### config.mk
export PLATFORM = sky130hd
export DESIGN_NAME = usb_frame_irq_regs
export DESIGN_NICKNAME = d
export VERILOG_FILES = /design/src/common/usb_frame_pkg.sv /design/src/rtl/frame_tracker.sv /design/src/rtl/irq_flag_bank.sv /design/src/rtl/usb_frame_irq_regs.sv
export SDC_FILE = /design/constraint.sdc
export NUM_CORES = 1
export LEC_CHECK = 0
export ABC_AREA = 1
export BUFFER_PORTS_ARGS = -buffer_cell sky130_fd_sc_hd__buf_2
export CAP_MARGIN = 20
export CORE_MARGIN = 2
export CORE_UTILIZATION = 48
export DETAILED_ROUTE_END_ITERATION = 16
export PLACE_DENSITY = 0.8
export SLEW_MARGIN = 30
export SYNTH_ARGS = -nofsm -noshare
export SYNTH_HDL_FRONTEND = slang
export SYNTH_SLANG_ARGS = --single-unit
### constraint.sdc
create_clock -name clk -period 1.05 [get_ports clk]
set_input_delay 0.21 -clock clk [delete_from_list [all_inputs] [get_ports clk]]
set_output_delay 0.21 -clock clk [all_outputs]
set_load 0.1 [all_outputs]
### src/common/usb_frame_pkg.sv
// constants and carrier types for the usb frame number and interrupt enable registers
package usb_frame_pkg;

    // --------------------------------------------------------------
    // register bus
    // --------------------------------------------------------------
    localparam int ADDR_W = 8;
    localparam int DATA_W = 32;
    localparam int REG_W  = 16;

    localparam logic [7:0] FRAME_STATUS_OFFSET     = 8'h10;
    localparam logic [7:0] IRQ_ENABLE_CLEAR_OFFSET = 8'h14;
    localparam logic [7:0] IRQ_ENABLE_SET_OFFSET   = 8'h18;
    localparam logic [7:0] IRQ_FLAG_OFFSET         = 8'h1c;

    localparam logic [15:0] REG_RESET_VALUE = 16'h0000;
    localparam logic [31:0] READ_IDLE_VALUE = 32'h0000_0000;

    // --------------------------------------------------------------
    // frame status fields
    // --------------------------------------------------------------
    localparam int FRAME_ERROR_BIT = 15;
    localparam int FRAME_RSVD_BIT  = 14;
    localparam int FRAME_IDX_LSB   = 3;
    localparam int FRAME_IDX_W     = 11;
    localparam int MICRO_IDX_LSB   = 0;
    localparam int MICRO_IDX_W     = 3;

    localparam logic [10:0] FRAME_IDX_RESET = 11'h000;
    localparam logic [2:0]  MICRO_IDX_RESET = 3'h0;

    // --------------------------------------------------------------
    // interrupt source positions
    // --------------------------------------------------------------
    localparam int IRQ_SUSPEND_BIT       = 0;
    localparam int IRQ_SOF_BIT           = 2;
    localparam int IRQ_END_OF_RESET_BIT  = 3;
    localparam int IRQ_WAKE_BIT          = 4;
    localparam int IRQ_END_OF_RESUME_BIT = 5;
    localparam int IRQ_UP_RESUME_BIT     = 6;
    localparam int IRQ_BUF_ERROR_BIT     = 7;
    localparam int IRQ_LP_NOT_YET_BIT    = 8;
    localparam int IRQ_LP_SUSPEND_BIT    = 9;

    // bits 15:10 and 1 are reserved
    localparam logic [15:0] IRQ_IMPL_MASK = 16'h03fd;

    // --------------------------------------------------------------
    // carriers
    // --------------------------------------------------------------
    typedef struct packed {
        logic        valid;
        logic        check_ok;
        logic [10:0] number;
    } sof_token_type;

    typedef struct packed {
        logic       valid;
        logic       check_ok;
        logic [2:0] number;
    } msof_token_type;

    typedef struct packed {
        logic link_power_suspend;
        logic link_power_not_yet;
        logic buffer_access_error;
        logic upstream_resume;
        logic end_of_resume;
        logic wake;
        logic end_of_bus_reset;
        logic suspend;
    } usb_event_type;

endpackage

### src/rtl/frame_tracker.sv
// frame and micro-frame number capture with token check error indication
`timescale 1ns/1ps
module frame_tracker (
    input  wire logic                           clk,
    input  wire logic                           rst_n,
    input  wire logic                           usb_bus_reset,
    input  wire usb_frame_pkg::sof_token_type   sof_token,
    input  wire usb_frame_pkg::msof_token_type  msof_token,
    output logic [10:0]                         frame_index,
    output logic [2:0]                          micro_frame_index,
    output logic                                frame_check_error,
    output logic                                frame_token_seen
);

    // same cycle as the flag bank samples it, so error and flag move together
    assign frame_token_seen = sof_token.valid | msof_token.valid;

    always_ff @(posedge clk or negedge rst_n) begin
        if (!rst_n) begin
            frame_check_error <= 1'b0;
        end else if (usb_bus_reset) begin
            frame_check_error <= 1'b0;
        end else if (frame_token_seen) begin
            // latest token decides; a good token drops a stale error
            frame_check_error <= sof_token.valid ? ~sof_token.check_ok
                                                 : ~msof_token.check_ok;
        end
    end

    always_ff @(posedge clk or negedge rst_n) begin
        if (!rst_n) begin
            frame_index <= usb_frame_pkg::FRAME_IDX_RESET;
        end else if (usb_bus_reset) begin
            frame_index <= usb_frame_pkg::FRAME_IDX_RESET;
        end else if (sof_token.valid) begin
            frame_index <= sof_token.number;
        end
    end

    always_ff @(posedge clk or negedge rst_n) begin
        if (!rst_n) begin
            micro_frame_index <= usb_frame_pkg::MICRO_IDX_RESET;
        end else if (usb_bus_reset || sof_token.valid) begin
            micro_frame_index <= usb_frame_pkg::MICRO_IDX_RESET;
        end else if (msof_token.valid) begin
            micro_frame_index <= msof_token.number;
        end
    end

endmodule

### src/rtl/irq_flag_bank.sv
// sticky interrupt flags, cleared by writing ones, set wins over clear
`timescale 1ns/1ps
module irq_flag_bank (
    input  wire logic        clk,
    input  wire logic        rst_n,
    input  wire logic [15:0] set_pulse,
    input  wire logic [15:0] clear_mask,
    output logic [15:0]      flags
);

    logic [15:0] next_flags;

    always_comb begin
        next_flags = ((flags & ~clear_mask) | set_pulse) & usb_frame_pkg::IRQ_IMPL_MASK;
    end

    always_ff @(posedge clk or negedge rst_n) begin
        if (!rst_n) begin
            flags <= usb_frame_pkg::REG_RESET_VALUE;
        end else begin
            flags <= next_flags;
        end
    end

endmodule

### src/rtl/usb_frame_irq_regs.sv
// register bank: frame number status, interrupt enable set/clear, flags and irq line
//
// How it works
// - a usb bus reset clears the frame check error bit 15 of the frame status.
// - a sof token, or an msof token with no sof in the same cycle, whose check fails sets the frame check error bit.
// - the frame check error bit changes on the same edge as the start-of-frame flag.
// - the 11-bit frame index in bits 13:3 takes the number of every sof, good or corrupt.
// - usb bus reset clears frame and micro-frame index; every sof clears bits 2:0.
// - the micro-frame index takes the number of every msof, good or corrupt, unless a sof comes in the same cycle.
// - bit 14 of the frame status always reads zero.
// - enable-clear and enable-set are two windows on one shared enable vector.
// - writing a one to enable-clear at 0x14 drops that enable bit.
// - zeros written to either enable register leave the enables untouched.
// - writing a one to enable-set at 0x18 raises that enable bit.
// - an enabled source whose flag becomes set requests an interrupt.
// - enable positions: 9 lp suspend, 8 lp not yet, 7 buffer error, 6 up resume,
//       5 end of resume, 4 wake, 3 end of reset, 2 start of frame, 0 suspend.
// - reserved enable bits 15:10 and 1 read as zero and cannot be set.
// - each start of frame, nominally once per 1 ms, sets the sof flag with the index.
`timescale 1ns/1ps
module usb_frame_irq_regs (
    input  wire logic                           clk,
    input  wire logic                           rst_n,
    input  wire logic [7:0]                     reg_addr,
    input  wire logic [31:0]                    reg_wdata,
    input  wire logic                           reg_write,
    input  wire logic                           reg_read,
    output logic [31:0]                         reg_rdata,
    input  wire logic                           usb_bus_reset,
    input  wire usb_frame_pkg::sof_token_type   sof_token,
    input  wire usb_frame_pkg::msof_token_type  msof_token,
    input  wire usb_frame_pkg::usb_event_type   usb_events,
    output logic                                irq
);

    // --------------------------------------------------------------
    // helpers
    // --------------------------------------------------------------

    function automatic logic hits(
        input logic       strobe,
        input logic [7:0] addr,
        input logic [7:0] offset
    );
        hits = strobe && (addr == offset);
    endfunction

    // low half carries the register, upper half reads as zero
    function automatic logic [31:0] widen(
        input logic [15:0] value
    );
        widen = {16'h0000, value};
    endfunction

    // place each external event at its documented source position
    function automatic logic [15:0] event_vector(
        input usb_frame_pkg::usb_event_type ev,
        input logic                         sof_seen
    );
        logic [15:0] v;
        v = usb_frame_pkg::REG_RESET_VALUE;
        v[usb_frame_pkg::IRQ_SUSPEND_BIT]       = ev.suspend;
        v[usb_frame_pkg::IRQ_SOF_BIT]           = sof_seen;
        v[usb_frame_pkg::IRQ_END_OF_RESET_BIT]  = ev.end_of_bus_reset;
        v[usb_frame_pkg::IRQ_WAKE_BIT]          = ev.wake;
        v[usb_frame_pkg::IRQ_END_OF_RESUME_BIT] = ev.end_of_resume;
        v[usb_frame_pkg::IRQ_UP_RESUME_BIT]     = ev.upstream_resume;
        v[usb_frame_pkg::IRQ_BUF_ERROR_BIT]     = ev.buffer_access_error;
        v[usb_frame_pkg::IRQ_LP_NOT_YET_BIT]    = ev.link_power_not_yet;
        v[usb_frame_pkg::IRQ_LP_SUSPEND_BIT]    = ev.link_power_suspend;
        event_vector = v;
    endfunction

    // --------------------------------------------------------------
    // address decode
    // --------------------------------------------------------------

    logic write_enable_clear;
    logic write_enable_set;
    logic write_flag;
    logic [15:0] write_bits;

    assign write_bits         = reg_wdata[15:0];
    assign write_enable_clear = hits(reg_write, reg_addr,
                                     usb_frame_pkg::IRQ_ENABLE_CLEAR_OFFSET);
    assign write_enable_set   = hits(reg_write, reg_addr,
                                     usb_frame_pkg::IRQ_ENABLE_SET_OFFSET);
    assign write_flag         = hits(reg_write, reg_addr,
                                     usb_frame_pkg::IRQ_FLAG_OFFSET);

    // --------------------------------------------------------------
    // frame number tracking
    // --------------------------------------------------------------

    logic [10:0] frame_index;
    logic [2:0]  micro_frame_index;
    logic        frame_check_error;
    logic        frame_token_seen;

    frame_tracker frame_tracker_inst (
        .clk               (clk),
        .rst_n             (rst_n),
        .usb_bus_reset     (usb_bus_reset),
        .sof_token         (sof_token),
        .msof_token        (msof_token),
        .frame_index       (frame_index),
        .micro_frame_index (micro_frame_index),
        .frame_check_error (frame_check_error),
        .frame_token_seen  (frame_token_seen)
    );

    logic [15:0] frame_status;

    always_comb begin
        frame_status = usb_frame_pkg::REG_RESET_VALUE;
        frame_status[usb_frame_pkg::FRAME_ERROR_BIT] = frame_check_error;
        frame_status[usb_frame_pkg::FRAME_RSVD_BIT]  = 1'b0;
        frame_status[usb_frame_pkg::FRAME_IDX_LSB +: usb_frame_pkg::FRAME_IDX_W] =
            frame_index;
        frame_status[usb_frame_pkg::MICRO_IDX_LSB +: usb_frame_pkg::MICRO_IDX_W] =
            micro_frame_index;
    end

    // --------------------------------------------------------------
    // interrupt flags
    // --------------------------------------------------------------

    logic [15:0] flag_set;
    logic [15:0] flag_clear;
    logic [15:0] irq_flags;

    // sof flag shares the token edge with the error bit
    assign flag_set   = event_vector(usb_events, frame_token_seen);
    assign flag_clear = write_flag ? write_bits : usb_frame_pkg::REG_RESET_VALUE;

    irq_flag_bank irq_flag_bank_inst (
        .clk        (clk),
        .rst_n      (rst_n),
        .set_pulse  (flag_set),
        .clear_mask (flag_clear),
        .flags      (irq_flags)
    );

    // --------------------------------------------------------------
    // interrupt enables
    // --------------------------------------------------------------

    // one vector behind both addresses, so no read-modify-write is needed
    logic [15:0] irq_enable;
    logic [15:0] next_irq_enable;

    always_comb begin
        next_irq_enable = irq_enable;
        if (write_enable_clear) begin
            next_irq_enable = irq_enable & ~write_bits;
        end else if (write_enable_set) begin
            next_irq_enable = irq_enable | write_bits;
        end
        next_irq_enable = next_irq_enable & usb_frame_pkg::IRQ_IMPL_MASK;
    end

    always_ff @(posedge clk or negedge rst_n) begin
        if (!rst_n) begin
            irq_enable <= usb_frame_pkg::REG_RESET_VALUE;
        end else begin
            irq_enable <= next_irq_enable;
        end
    end

    // --------------------------------------------------------------
    // interrupt line
    // --------------------------------------------------------------

    // level output: drops as soon as the flag is cleared or the enable dropped
    assign irq = |(irq_flags & irq_enable);

    // --------------------------------------------------------------
    // read path
    // --------------------------------------------------------------

    logic [31:0] read_value;

    always_comb begin
        case (reg_addr)
            usb_frame_pkg::FRAME_STATUS_OFFSET: begin
                read_value = widen(frame_status);
            end
            usb_frame_pkg::IRQ_ENABLE_CLEAR_OFFSET: begin
                read_value = widen(irq_enable);
            end
            usb_frame_pkg::IRQ_ENABLE_SET_OFFSET: begin
                read_value = widen(irq_enable);
            end
            usb_frame_pkg::IRQ_FLAG_OFFSET: begin
                read_value = widen(irq_flags);
            end
            default: begin
                read_value = usb_frame_pkg::READ_IDLE_VALUE;
            end
        endcase
    end

    // data stands only in the cycle after the read strobe; zero otherwise
    always_ff @(posedge clk or negedge rst_n) begin
        if (!rst_n) begin
            reg_rdata <= usb_frame_pkg::READ_IDLE_VALUE;
        end else if (reg_read) begin
            reg_rdata <= read_value;
        end else begin
            reg_rdata <= usb_frame_pkg::READ_IDLE_VALUE;
        end
    end

endmodule

Word-level counts from Yosys, hierarchy flattened
Cells that the tools add are included.
{"block": "totals", "reg_bits": 65, "latch_bits": 0, "ramBits": 0, "mem_bits_ro": 0, "inputBits": 71, "out_inout_bits": 33, "wordCells": 42, "mem_count": 0}
{"block": "op_classes", "add_sub_neg": 0, "n_mul": 0, "n_div": 0, "order_cmp": 0, "n_eq_ne": 4, "shifts": 0, "mux": 12, "n_bitwise": 10, "reduce_logical": 10}
{"operator": "16-bit case mux with 3 select lines", "n": 1}
{"operator": "8-bit by 5-bit equality test with 1-bit output, second input constant", "n": 4}
{"operator": "32-bit 2-to-1 mux", "n": 1}
{"operator": "10-bit bitwise AND", "n": 3}
{"operator": "10-bit 2-to-1 mux", "n": 3}
{"operator": "11-bit 2-to-1 mux", "n": 2}
{"operator": "10-bit inverter", "n": 2}
{"operator": "10-bit bitwise OR", "n": 2}
{"operator": "16-bit OR reduction", "n": 1}
{"operator": "2-bit nonzero test", "n": 4}
{"operator": "3-bit 2-to-1 mux", "n": 2}
{"operator": "1-bit logical AND", "n": 3}
{"operator": "1-bit 2-to-1 mux", "n": 3}
{"operator": "1-bit inverter", "n": 2}
{"operator": "2-bit OR reduction", "n": 1}
{"operator": "1-bit logical OR", "n": 1}
{"operator": "1-bit bitwise OR", "n": 1}

Longest topological paths before layout
Gate-level depths: netlist (run 1).
{"block": "depth", "ltp_word": 6, "mapped_depth": 8, "depth_no_buf": 8}

By module
Synthesis (run 1) repeated with hierarchy kept, for this count alone.
{"block": "unflattened", "hier_cells": 346, "hier_area_um2": 2675.1}
{"mod": "usb_frame_irq_regs", "instances": 1, "cells_each": 220, "area_each_um2": 1616.6, "seq_area_each_um2": 625.6}
{"mod": "frame_tracker", "instances": 1, "cells_each": 73, "area_each_um2": 641.9, "seq_area_each_um2": 375.4}
{"mod": "irq_flag_bank", "instances": 1, "cells_each": 53, "area_each_um2": 416.6, "seq_area_each_um2": 225.2}

Worst setup path before layout (run 1)
Ideal clock, no wire load.
{"block": "synth_timing", "path_kind": "reg-to-output", "start": "register irq_flag_bank_inst.flags[2]", "end": "output irq", "t_arrival_ns": 1.479, "required_ns": 0.840, "slack_ns": -0.639, "stages_incl_launch_ff": 5, "path_buffers": 0, "path_cell_list": "dfrtp_1 > nand2_1 > nand3_1 > nor2_1 > nand4_1"}
{"block": "synth_via", "elab_chain_cells": 2}
{"element": "start: declaration", "line_no": "irq_flag_bank.sv:8", "rtl": "output logic [15:0] flags"}
{"element": "start signal: assignment", "line_no": "irq_flag_bank.sv:19", "rtl": "flags <= usb_frame_pkg::REG_RESET_VALUE;"}
{"element": "start signal: assignment", "line_no": "irq_flag_bank.sv:21", "rtl": "flags <= next_flags;"}
{"element": "10-bit bitwise AND", "line_no": "usb_frame_irq_regs.sv:175", "rtl": "assign irq = |(irq_flags & irq_enable);"}
{"element": "16-bit OR reduction", "line_no": "usb_frame_irq_regs.sv:175"}
{"element": "end: declaration", "line_no": "usb_frame_irq_regs.sv:33", "rtl": "output logic irq"}
No other way between the ends.

Final worst setup path (run 1)
{"block": "layout_timing", "start": "register irq_flag_bank_inst.flags[3]", "end": "output irq"}
The elaborated chain is that of the path after synthesis.

==> results of run 1 <==
final cells by class:
cell class | instances | area share, %
flip-flops and latches | 48 | 36.2
multi-input cells | 198 | 28.4
repair buffers | 93 | 24.1
inverters | 54 | 6.02
clock buffers | 7 | 2.56
well taps | 67 | 2.49
clock inverters | 1 | 0.223
power groups by stage:
stage	Sequential (µW)	Clock, µW	Combinational (µW)
global placement	1950	0	653
detailed placement	1960	0	663
finish	1920	1120	676
CTS	1920	1160	675
floorplan	1960	0	471
global route	1930	1250	731
through the flow:
stage                     setup WS (ns)  total power [µW]  setup TNS (ns)  std cells  hold slack [ns]
after global routing             -0.583              3910           -1.80        468           0.0818
after global placement           -0.185              2610           -5.12        456            0.211
after CTS                        -0.485              3760           -1.45        468           0.0776
final                            -0.493              3720           -1.27        468           0.0823
after floorplan                  -0.639              2440          -0.639        321          -0.0856
after detailed placement         -0.243              2620           -5.73        456            0.215
logic make-up after synthesis:
group / synth area share (%)
buf+inv: 14.8
other cells: 0.154
compound gates: 7.48
flops: 49.2
simple gates: 28.4
how the worst min path moves through the flow:
stage                        startpoint                              endpoint  slack, ns  cells after the start
after floorplan                   rst_n  frame_tracker_inst.frame_check_error      -0.09                      0
after global placement            rst_n                         irq_enable[8]       0.21                      2
after detailed placement          rst_n                         irq_enable[8]       0.22                      2
after CTS                 usb_events[3]           irq_flag_bank_inst.flags[5]       0.08                      3
after global routing      usb_events[4]           irq_flag_bank_inst.flags[6]       0.08                      3
final                     usb_events[3]           irq_flag_bank_inst.flags[5]       0.08                      3
flip-flops by register name, indices dropped and copies added (netlist names):
| signal | flops |
|---|---|
| irq_enable | 9 |
| reg_rdata | 15 |
| frame_tracker_inst.micro_frame_index | 3 |
| frame_tracker_inst.frame_index | 11 |
| irq_flag_bank_inst.flags | 9 |
| frame_tracker_inst.frame_check_error | 1 |
critical path, stage by stage, from the launching register on:
cell and delay [ns]:
dfrtp_1 0.39, nand2_1 0.10, nand3_2 0.10, nor2_1 0.10, nand4_1 0.14, buf_12 0.21
what timing repair did:
item / 4_1_cts / 5_1_grt
hold buffers: 1 / 0
setup buffers: 3 / 0
resized for setup: 1 / 3
pin swaps: 5 / 3
endpoints found under the setup margin: 16 / 18
hold endpoints to repair: 48 / 0
layer usage:
| layer | global-route usage, % | wire length [µm] | vias up |
|---|---|---|---|
| met5 | 0 | 0 | - |
| met4 | 8.19 | 119 | 0 |
| met3 | 5.42 | 384 | 14 |
| met2 | 37.7 | 2800 | 76 |
| met1 | 25.8 | 2200 | 1019 |
| li1 | - | - | 1087 |
cells in the final DEF (no fill, tap or decap), types with 5 or more instances in the layout:
master    count
nand3_1      18
nand2_1      90
dfrtp_1      33
nor2_1       19
buf_4        26
buf_12       18
a21oi_1      24
clkbuf_8      6
inv_1        51
nand3_2       5
buf_2        47
dfrtp_2      15
conb_1       17
==> impl_metrics.yaml, run 1 <==
grt:
  first_global_vias: 2199
  grt_pass1_wl_um: 9190
  antenna_found_initial: 0
  track_usage_pct: 21.6
  overflow: 0
  grt_max_degree: 49
die:
  ios: 104
  die_area_um2: 5670
  start_util_pct: 50.7
  die_height_um: 75.3
  row_count: 25
  die_w_um: 75.3
  core-area_um2: 4820
clock_tree:
  htree_levels: 2
  cts_root_buf: "clkbuf_8"
  clock_path_buffers: 2
  insertion_delay_ns: 0.30
  clkTransAtPathRegs_ns: 0.09
  cts_buffers: 5
  cts_tree: "built"
  cts_sinks: 48
cells_and_area:
  stdcell_area_um2: 3370
  fill_cells: 399
  postLayoutCoreUtil_pct: 69.9
  area_growth_pct: 37.9
  antennaDiodeCount: 0
  multi_input_comb_area_um2: 956
  nets: 471
  register_area_um2: 1220
  layout-drive-gt1-share_pct: 33.7
power_and_ir_drop:
  p_int_uw: 2610
  switching_share_pct: 29.9
  power.switching_uw: 1110
  power.share.clock_pct: 30.2
  powerDensity_nw_per_um2: 1100
  combPwrFrac_pct: 18.2
  p_leak_uw: 0.00181
  ir_drop_mv: 0.884
  seqPwrFrac_pct: 51.6
detailed_routing:
  drtPass1Iterations: 4
  route.detailed.drc: 0
  vias: 2196
  routedWlPerCell_um: 11.7
  routed_via_density: 4.69
  drtIter0Drc: 166
  ant_nets: 0
  wl_um: 5500
status:
  status: "complete, but fails checks"
  violations: "negative setup slack"
sta:
  setup_viol: 16
  rsz0062_at_grt: "yes"
  finalHoldViolCount: 0
  period_minus_slack_ns: 1.54
  finalMaxSlewViolations: 0
  postLayoutSetupSlackWorst_ns: -0.493
  finalCritPeriodShare_pct: 147
  fin_skew_ns: 0.00793
  max_freq_mhz: 648
synthesis:
  ys.flop_type: "dfrtp_1"
  synth_most_common_cell: "nand2_1"
  synth_seq_area_share_pct: 49.2
  yosys.area.top_type: "dfrtp_1"
  synth_edf_count: 0
  synthTopCellsByCount: "nand2_1 (90), inv_1 (51), dfrtp_1 (48)"
  synthTopCellsByArea: "dfrtp_1 (49%), nand2_1 (14%), inv_1 (7.8%)"
  yosysUniqueCellTypes: 23
  synthesis.area_um2: 2440
  yosysWarnings: 0
  async_flop_share_pct: 100
  ys_ff_latch: 48
  netlist.area_leader.share_pct: 49.2
  synthCells: 305
  postSynthAreaPerCell_um2: 8.01
run:
  cap_violations: 0
place:
  dp_hpwl_um: 4230
  portBuffers: 63
  placed_cell_area_um2: 3220
  place_congestion: 0.806
worst_setup_path:
  crit_end: "irq"
  crit_required_ns: 0.84
  r2r_slack_ns: 0.07
  cp_max_fo: 2
  timing.rr.start: "irq_flag_bank_inst.flags[3]"
  crit_arrival_ns: 1.33
  worstRegToRegCells: 6
  worstSetupEndpointType: "primary output"
  rr_endpoint: "reg_rdata[3]"
  crit_start: "irq_flag_bank_inst.flags[3]"
  worstSetupPathType: "reg2out"
  start_kind: "flop"
worst_hold_path:
  hold_class: "in2reg"
No activity file was read; power rests on OpenSTA's default activity.
==> inputs of run 2 (changes only) <==
Settings changed: TNS_END_PERCENT set to 30.
==> run 2 against run 1 <==
Compared with the run above:
- the run still ends with negative setup slack left
- cell area increased by 1.9%
- critical path depth unchanged
- first-iteration DRC count increased by 19%
- routed wire length increased by 6.7%
- register-to-register slack got worse by 0.02 ns
- maximum frequency decreased by 1.0%
- die area unchanged
- critical path type unchanged
- highest routed layer unchanged
==> impl_metrics.yaml, run 2 (synthesis results as in run 1) <==
detailed_routing:
  routedWlPerCell_um: 12.5
  routed_via_density: 4.60
  drtIter0Drc: 197
  wl_um: 5870
  route.detailed.drc: 0
  ant_nets: 0
  drtPass1Iterations: 5
  vias: 2167
cells_and_area:
  largest_register_ffs: 15
  area_growth_pct: 40.6
  layout-drive-gt1-share_pct: 31.7
  reg_top3: "reg_rdata x15, frame_tracker_inst.frame_index x11"
  register_area_um2: 1200
  fill_cells: 373
  final_cell_mix: "nand2_1 (89), inv_1 (51), buf_2 (47)"
  stdcell_count: 471
  stdcell_area_um2: 3430
  regMostFlops: "reg_rdata"
  antennaDiodeCount: 0
  postLayoutCoreUtil_pct: 71.3
  multi_input_comb_area_um2: 961
  nets: 474
  layout_commonest_cell: "nand2_1"
worst_setup_path:
  slowest_stage: "dfrtp_1"
  worstRegToRegCells: 6
  crit_required_ns: 0.84
  cp_max_fo: 2
  slowest_delay_ns: 0.40
  r2r_slack_ns: 0.05
  start_kind: "flop"
  worstSetupPathType: "reg2out"
  crit_arrival_ns: 1.35
  crit_chain: "nand2_1 > nand3_2 > nor2_1 > nand4_1 > buf_12"
  timing.rr.start: "irq_flag_bank_inst.flags[0]"
  worstSetupEndpointType: "primary output"
  crit_start: "irq_enable[4]"
  rr_endpoint: "reg_rdata[0]"
place:
  pre_cts_ws_ns: -0.224
  portBuffers: 63
  place_congestion: 0.827
  dp_hpwl_um: 4330
  placed_cell_area_um2: 3210
  dpl.cell_count: 458
status:
  violations: "negative setup slack"
  status: "complete, but fails checks"
worst_hold_path:
  worstHoldPathCells: 3
  hold_path_end: "irq_flag_bank_inst.flags[6]"
  hold_class: "in2reg"
  hp-start: "usb_events[4]"
sta:
  fin_skew_ns: 0.00848
  postLayoutSetupSlackWorst_ns: -0.509
  finalHoldViolCount: 0
  finalCritPeriodShare_pct: 148
  rsz0062_at_grt: "yes"
  period_minus_slack_ns: 1.56
  finalMaxSlewViolations: 0
  fin_setup_tns_ns: -1.33
  setup_viol: 16
  max_freq_mhz: 641
die:
  ios: 104
  core-area_um2: 4820
  die_height_um: 75.3
  die_w_um: 75.3
  die_area_um2: 5670
  row_count: 25
  start_util_pct: 50.7
power_and_ir_drop:
  powerDensity_nw_per_um2: 1290
  ir_drop_mv: 0.965
  p_leak_uw: 0.00188
grt:
  track_usage_pct: 22.5
  antenna_found_initial: 0
  grt_pass1_wl_um: 9470
  first_global_vias: 2129
  overflow: 0
  grt_max_degree: 49
clock_tree:
  cts_tree: "built"
  cts_buffers: 5
  insertion_delay_ns: 0.31
  cts_sinks: 48
  htree_levels: 2
  clkTransAtPathRegs_ns: 0.09
  clock_path_buffers: 2
  cts_root_buf: "clkbuf_8"
run:
  cap_violations: 0
[run 2: power by group]
group          switching (µW)  internal [µW]  leakage [µW]
registers                25.0           1900      0.000565
logic                     504            178       0.00123
clock network             640           1190     0.0000784
[run 2: area by class of cell]
cell class / count / share of cell area [%]
Sequential cell: 48 / 35.1
Clock buffer: 5 / 2.00
Inverter: 54 / 5.90
Clock inverter: 3 / 2.62
Timing Repair Buffer: 96 / 23.9
Multi-Input combinational cell: 198 / 28.0
Tap cell: 67 / 2.44
[run 2: metal layers]
metal | routed length [µm] | global-route usage, % | vias up
li1 | - | - | 1088
met1 | 2350 | 26.7 | 992
met2 | 3060 | 39.6 | 75
met3 | 330 | 4.89 | 12
met4 | 124 | 8.97 | 0
met5 | 0 | 0 | -
[run 2: repair_timing]
item / CTS / global route
hold endpoints to repair: 48 / 0
gates cloned: 0 / 0
pin swaps: 6 / 2
resized for setup: 2 / 4
setup buffers: 0 / 4
hold buffers: 1 / 0
endpoints found under the setup margin: 16 / 18
[run 2: stage by stage]
step | total power, µW | hold slack, ns
finish | 4430 | 0.0762
global placement | 2610 | 0.211
global route | 4560 | 0.0894
floorplan | 2430 | -0.0856
CTS | 4430 | 0.0756
detailed placement | 2620 | 0.215
[run 2: how the worst max path moves through the flow]
| stage | end | slack, ns | cells after the start |
|---|---|---|---|
| global placement | reg_rdata[0] | -0.17 | 8 |
| global route | irq | -0.56 | 5 |
| finish | irq | -0.51 | 5 |
| floorplan | irq | -0.64 | 4 |
| detailed placement | reg_rdata[7] | -0.22 | 9 |
| CTS | irq | -0.50 | 5 |
[run 2: worst max-delay path: cells and delay by family (launching register included)]
family / cells / cell delay, ns
buf+inv: 1 / 0.21
flops: 1 / 0.40
simple gates: 4 / 0.42
==> inputs of run 3 (changes only) <==
Settings changed: CORE_UTILIZATION 48 to 49, SYNTH_HIERARCHICAL set to 1.
==> run 3 against run 2 <==
Compared with the run above:
- the flow still finishes with violations (negative setup slack)
- cell area rose by 6.5%
- utilization fell by 0.17 points
- routed wire length rose by 17%
- largest power group unchanged
- register-to-register slack got worse by 0.05 ns
- highest routed layer unchanged
- worst setup slack got worse by 0.032 ns
- cell count rose by 6.4%
- critical path depth fell by 1
- largest cell class unchanged
- sequential share of layout area fell by 1.4 points
- worst hold slack improved by 0.0083 ns
- power fell by 12%
- sequential power rose by 3%
==> impl_metrics.yaml, run 3 <==
power_and_ir_drop:
  switching_share_pct: 32.0
  ir_drop_mv: 0.614
  powerDensity_nw_per_um2: 1070
  power.share.clock_pct: 27.3
  combPwrFrac_pct: 22.4
  p_leak_uw: 0.00194
  power.switching_uw: 1250
  p_int_uw: 2660
  seqPwrFrac_pct: 50.3
worst_setup_path:
  slowest_stage: "dfrtp_1"
  crit_buf_inv: 1
  start_kind: "flop"
  crit_arrival_ns: 1.38
  worstSetupPathType: "reg2out"
  slowest_delay_ns: 0.38
  crit_required_ns: 0.84
  crit_family: "compound AO/OA/AOI/OAI gates"
  worstSetupEndpointType: "primary output"
  cp_max_fo: 2
  crit_chain: "a22o_1 > a21oi_2 > nand3_4 > buf_12"
clock_tree:
  cts_buffers: 5
  cts_sinks: 49
  clock_path_buffers: 2
  htree_levels: 2
  insertion_delay_ns: 0.30
  clkTransAtPathRegs_ns: 0.09
  cts_tree: "built"
  cts_root_buf: "clkbuf_8"
sta:
  fin_setup_tns_ns: -1.14
  period_minus_slack_ns: 1.59
  postLayoutSetupSlackWorst_ns: -0.541
  finalMaxSlewViolations: 0
  max_freq_mhz: 629
  setup_viol: 17
  rsz0062_at_grt: "yes"
  fin_skew_ns: 0.00534
  finalHoldViolCount: 0
  finalCritPeriodShare_pct: 152
detailed_routing:
  vias: 2494
  routedWlPerCell_um: 13.7
  drtIter0Drc: 249
  drtPass1Iterations: 4
  route.detailed.drc: 0
  wl_um: 6870
  ant_nets: 0
  routed_via_density: 4.98
grt:
  first_global_vias: 2314
  overflow: 0
  grt_max_degree: 50
  grt_pass1_wl_um: 10500
  track_usage_pct: 22.5
  antenna_found_initial: 0
cells_and_area:
  layout-drive-gt1-share_pct: 35.3
  reg_top3: "reg_rdata x16, frame_tracker_inst/frame_index x11"
  stdcell_count: 501
  fill_cells: 399
  antennaDiodeCount: 0
  layout_commonest_cell: "nand2_1"
  final_cell_mix: "nand2_1 (63), buf_2 (47), dfrtp_1 (46)"
  regMostFlops: "reg_rdata"
  nets: 501
  area_growth_pct: 39.4
  largest_register_ffs: 16
worst_hold_path:
  hold_class: "in2reg"
die:
  die_area_um2: 5950
  start_util_pct: 51.0
  ios: 104
  row_count: 26
  die_w_um: 77.2
  core-area_um2: 5140
  die_height_um: 77.2
synthesis:
  postSynthAreaPerCell_um2: 7.90
  synthCells: 332
  yosysWarnings: 6
  synthesis.area_um2: 2620
place:
  pre_cts_ws_ns: -0.298
  portBuffers: 64
  dp_hpwl_um: 4810
  dpl.cell_count: 485
  place_congestion: 0.836
status:
  status: "complete, but fails checks"
  violations: "negative setup slack"
run:
  cap_violations: 0
-- run 3: routing by layer --
| metal | wire length, µm | GRT usage (%) |
|---|---|---|
| met1 | 2520 | 25.7 |
| met2 | 3630 | 41.5 |
| met3 | 565 | 3.76 |
| met4 | 155 | 8.57 |
| met5 | 0 | 0 |
-- run 3: worst register-to-register path: stages, from the launching register on --
cell and delay (ns):
dfrtp_1 0.38, buf_4 0.13, buf_4 0.12, buf_4 0.13
a21oi_2 0.11, nor2_1 0.06
-- run 3: power groups by stage --
stage               sequential [µW]  combinational [µW]  clock (µW)
floorplan                      2000                 614           0
finish                         1970                 878        1070
global route                   1970                 932        1140
detailed placement             2000                 791           0
global placement               2000                 778           0
CTS                            1960                 850        1060
-- run 3: through the flow --
step / util [%] / area (µm²) / hold WS, ns / power (µW)
global placement: 67.1 / 3450 / 0.214 / 2780
global route: 71.1 / 3650 / 0.0934 / 4050
CTS: 69.6 / 3580 / 0.0859 / 3880
detailed placement: 67.1 / 3450 / 0.216 / 2790
finish: 71.1 / 3650 / 0.0844 / 3910
floorplan: - / 2790 / -0.0856 / 2610
-- run 3: area by class of cell --
cell class	count	area, µm²	area share [%]
clock buffers	8	80.1	2.19
flip-flops and latches	49	1230	33.7
repair buffers	101	893	24.4
well taps	70	87.6	2.40
inverters	45	193	5.27
multi-input cells	228	1170	32.0
-- run 3: final timing paths --
kind	to	startpoint	depth (start not counted)	slack [ns]
min in group asynchronous	frame_tracker_inst/frame_index[3]	rst_n	3	0.46
min reg2reg	frame_tracker_inst/frame_index[6]	frame_tracker_inst/frame_index[6]	2	0.48
max reg2reg	reg_rdata[2]	irq_enable[2]	5	0
max	irq	irq_enable[2]	4	-0.54
min	irq_flag_bank_inst/flags[5]	usb_events[3]	3	0.08
max in group asynchronous	reg_rdata[0]	rst_n	3	0.36
-- run 3: what timing repair did --
action,CTS,global route
buffers inserted,3,2
gates resized for setup,4,9
cloned,0,2
setup endpoints to repair,17,35
pin swaps,2,3
hold buffers,1,0
endpoints found under the hold margin,49,0
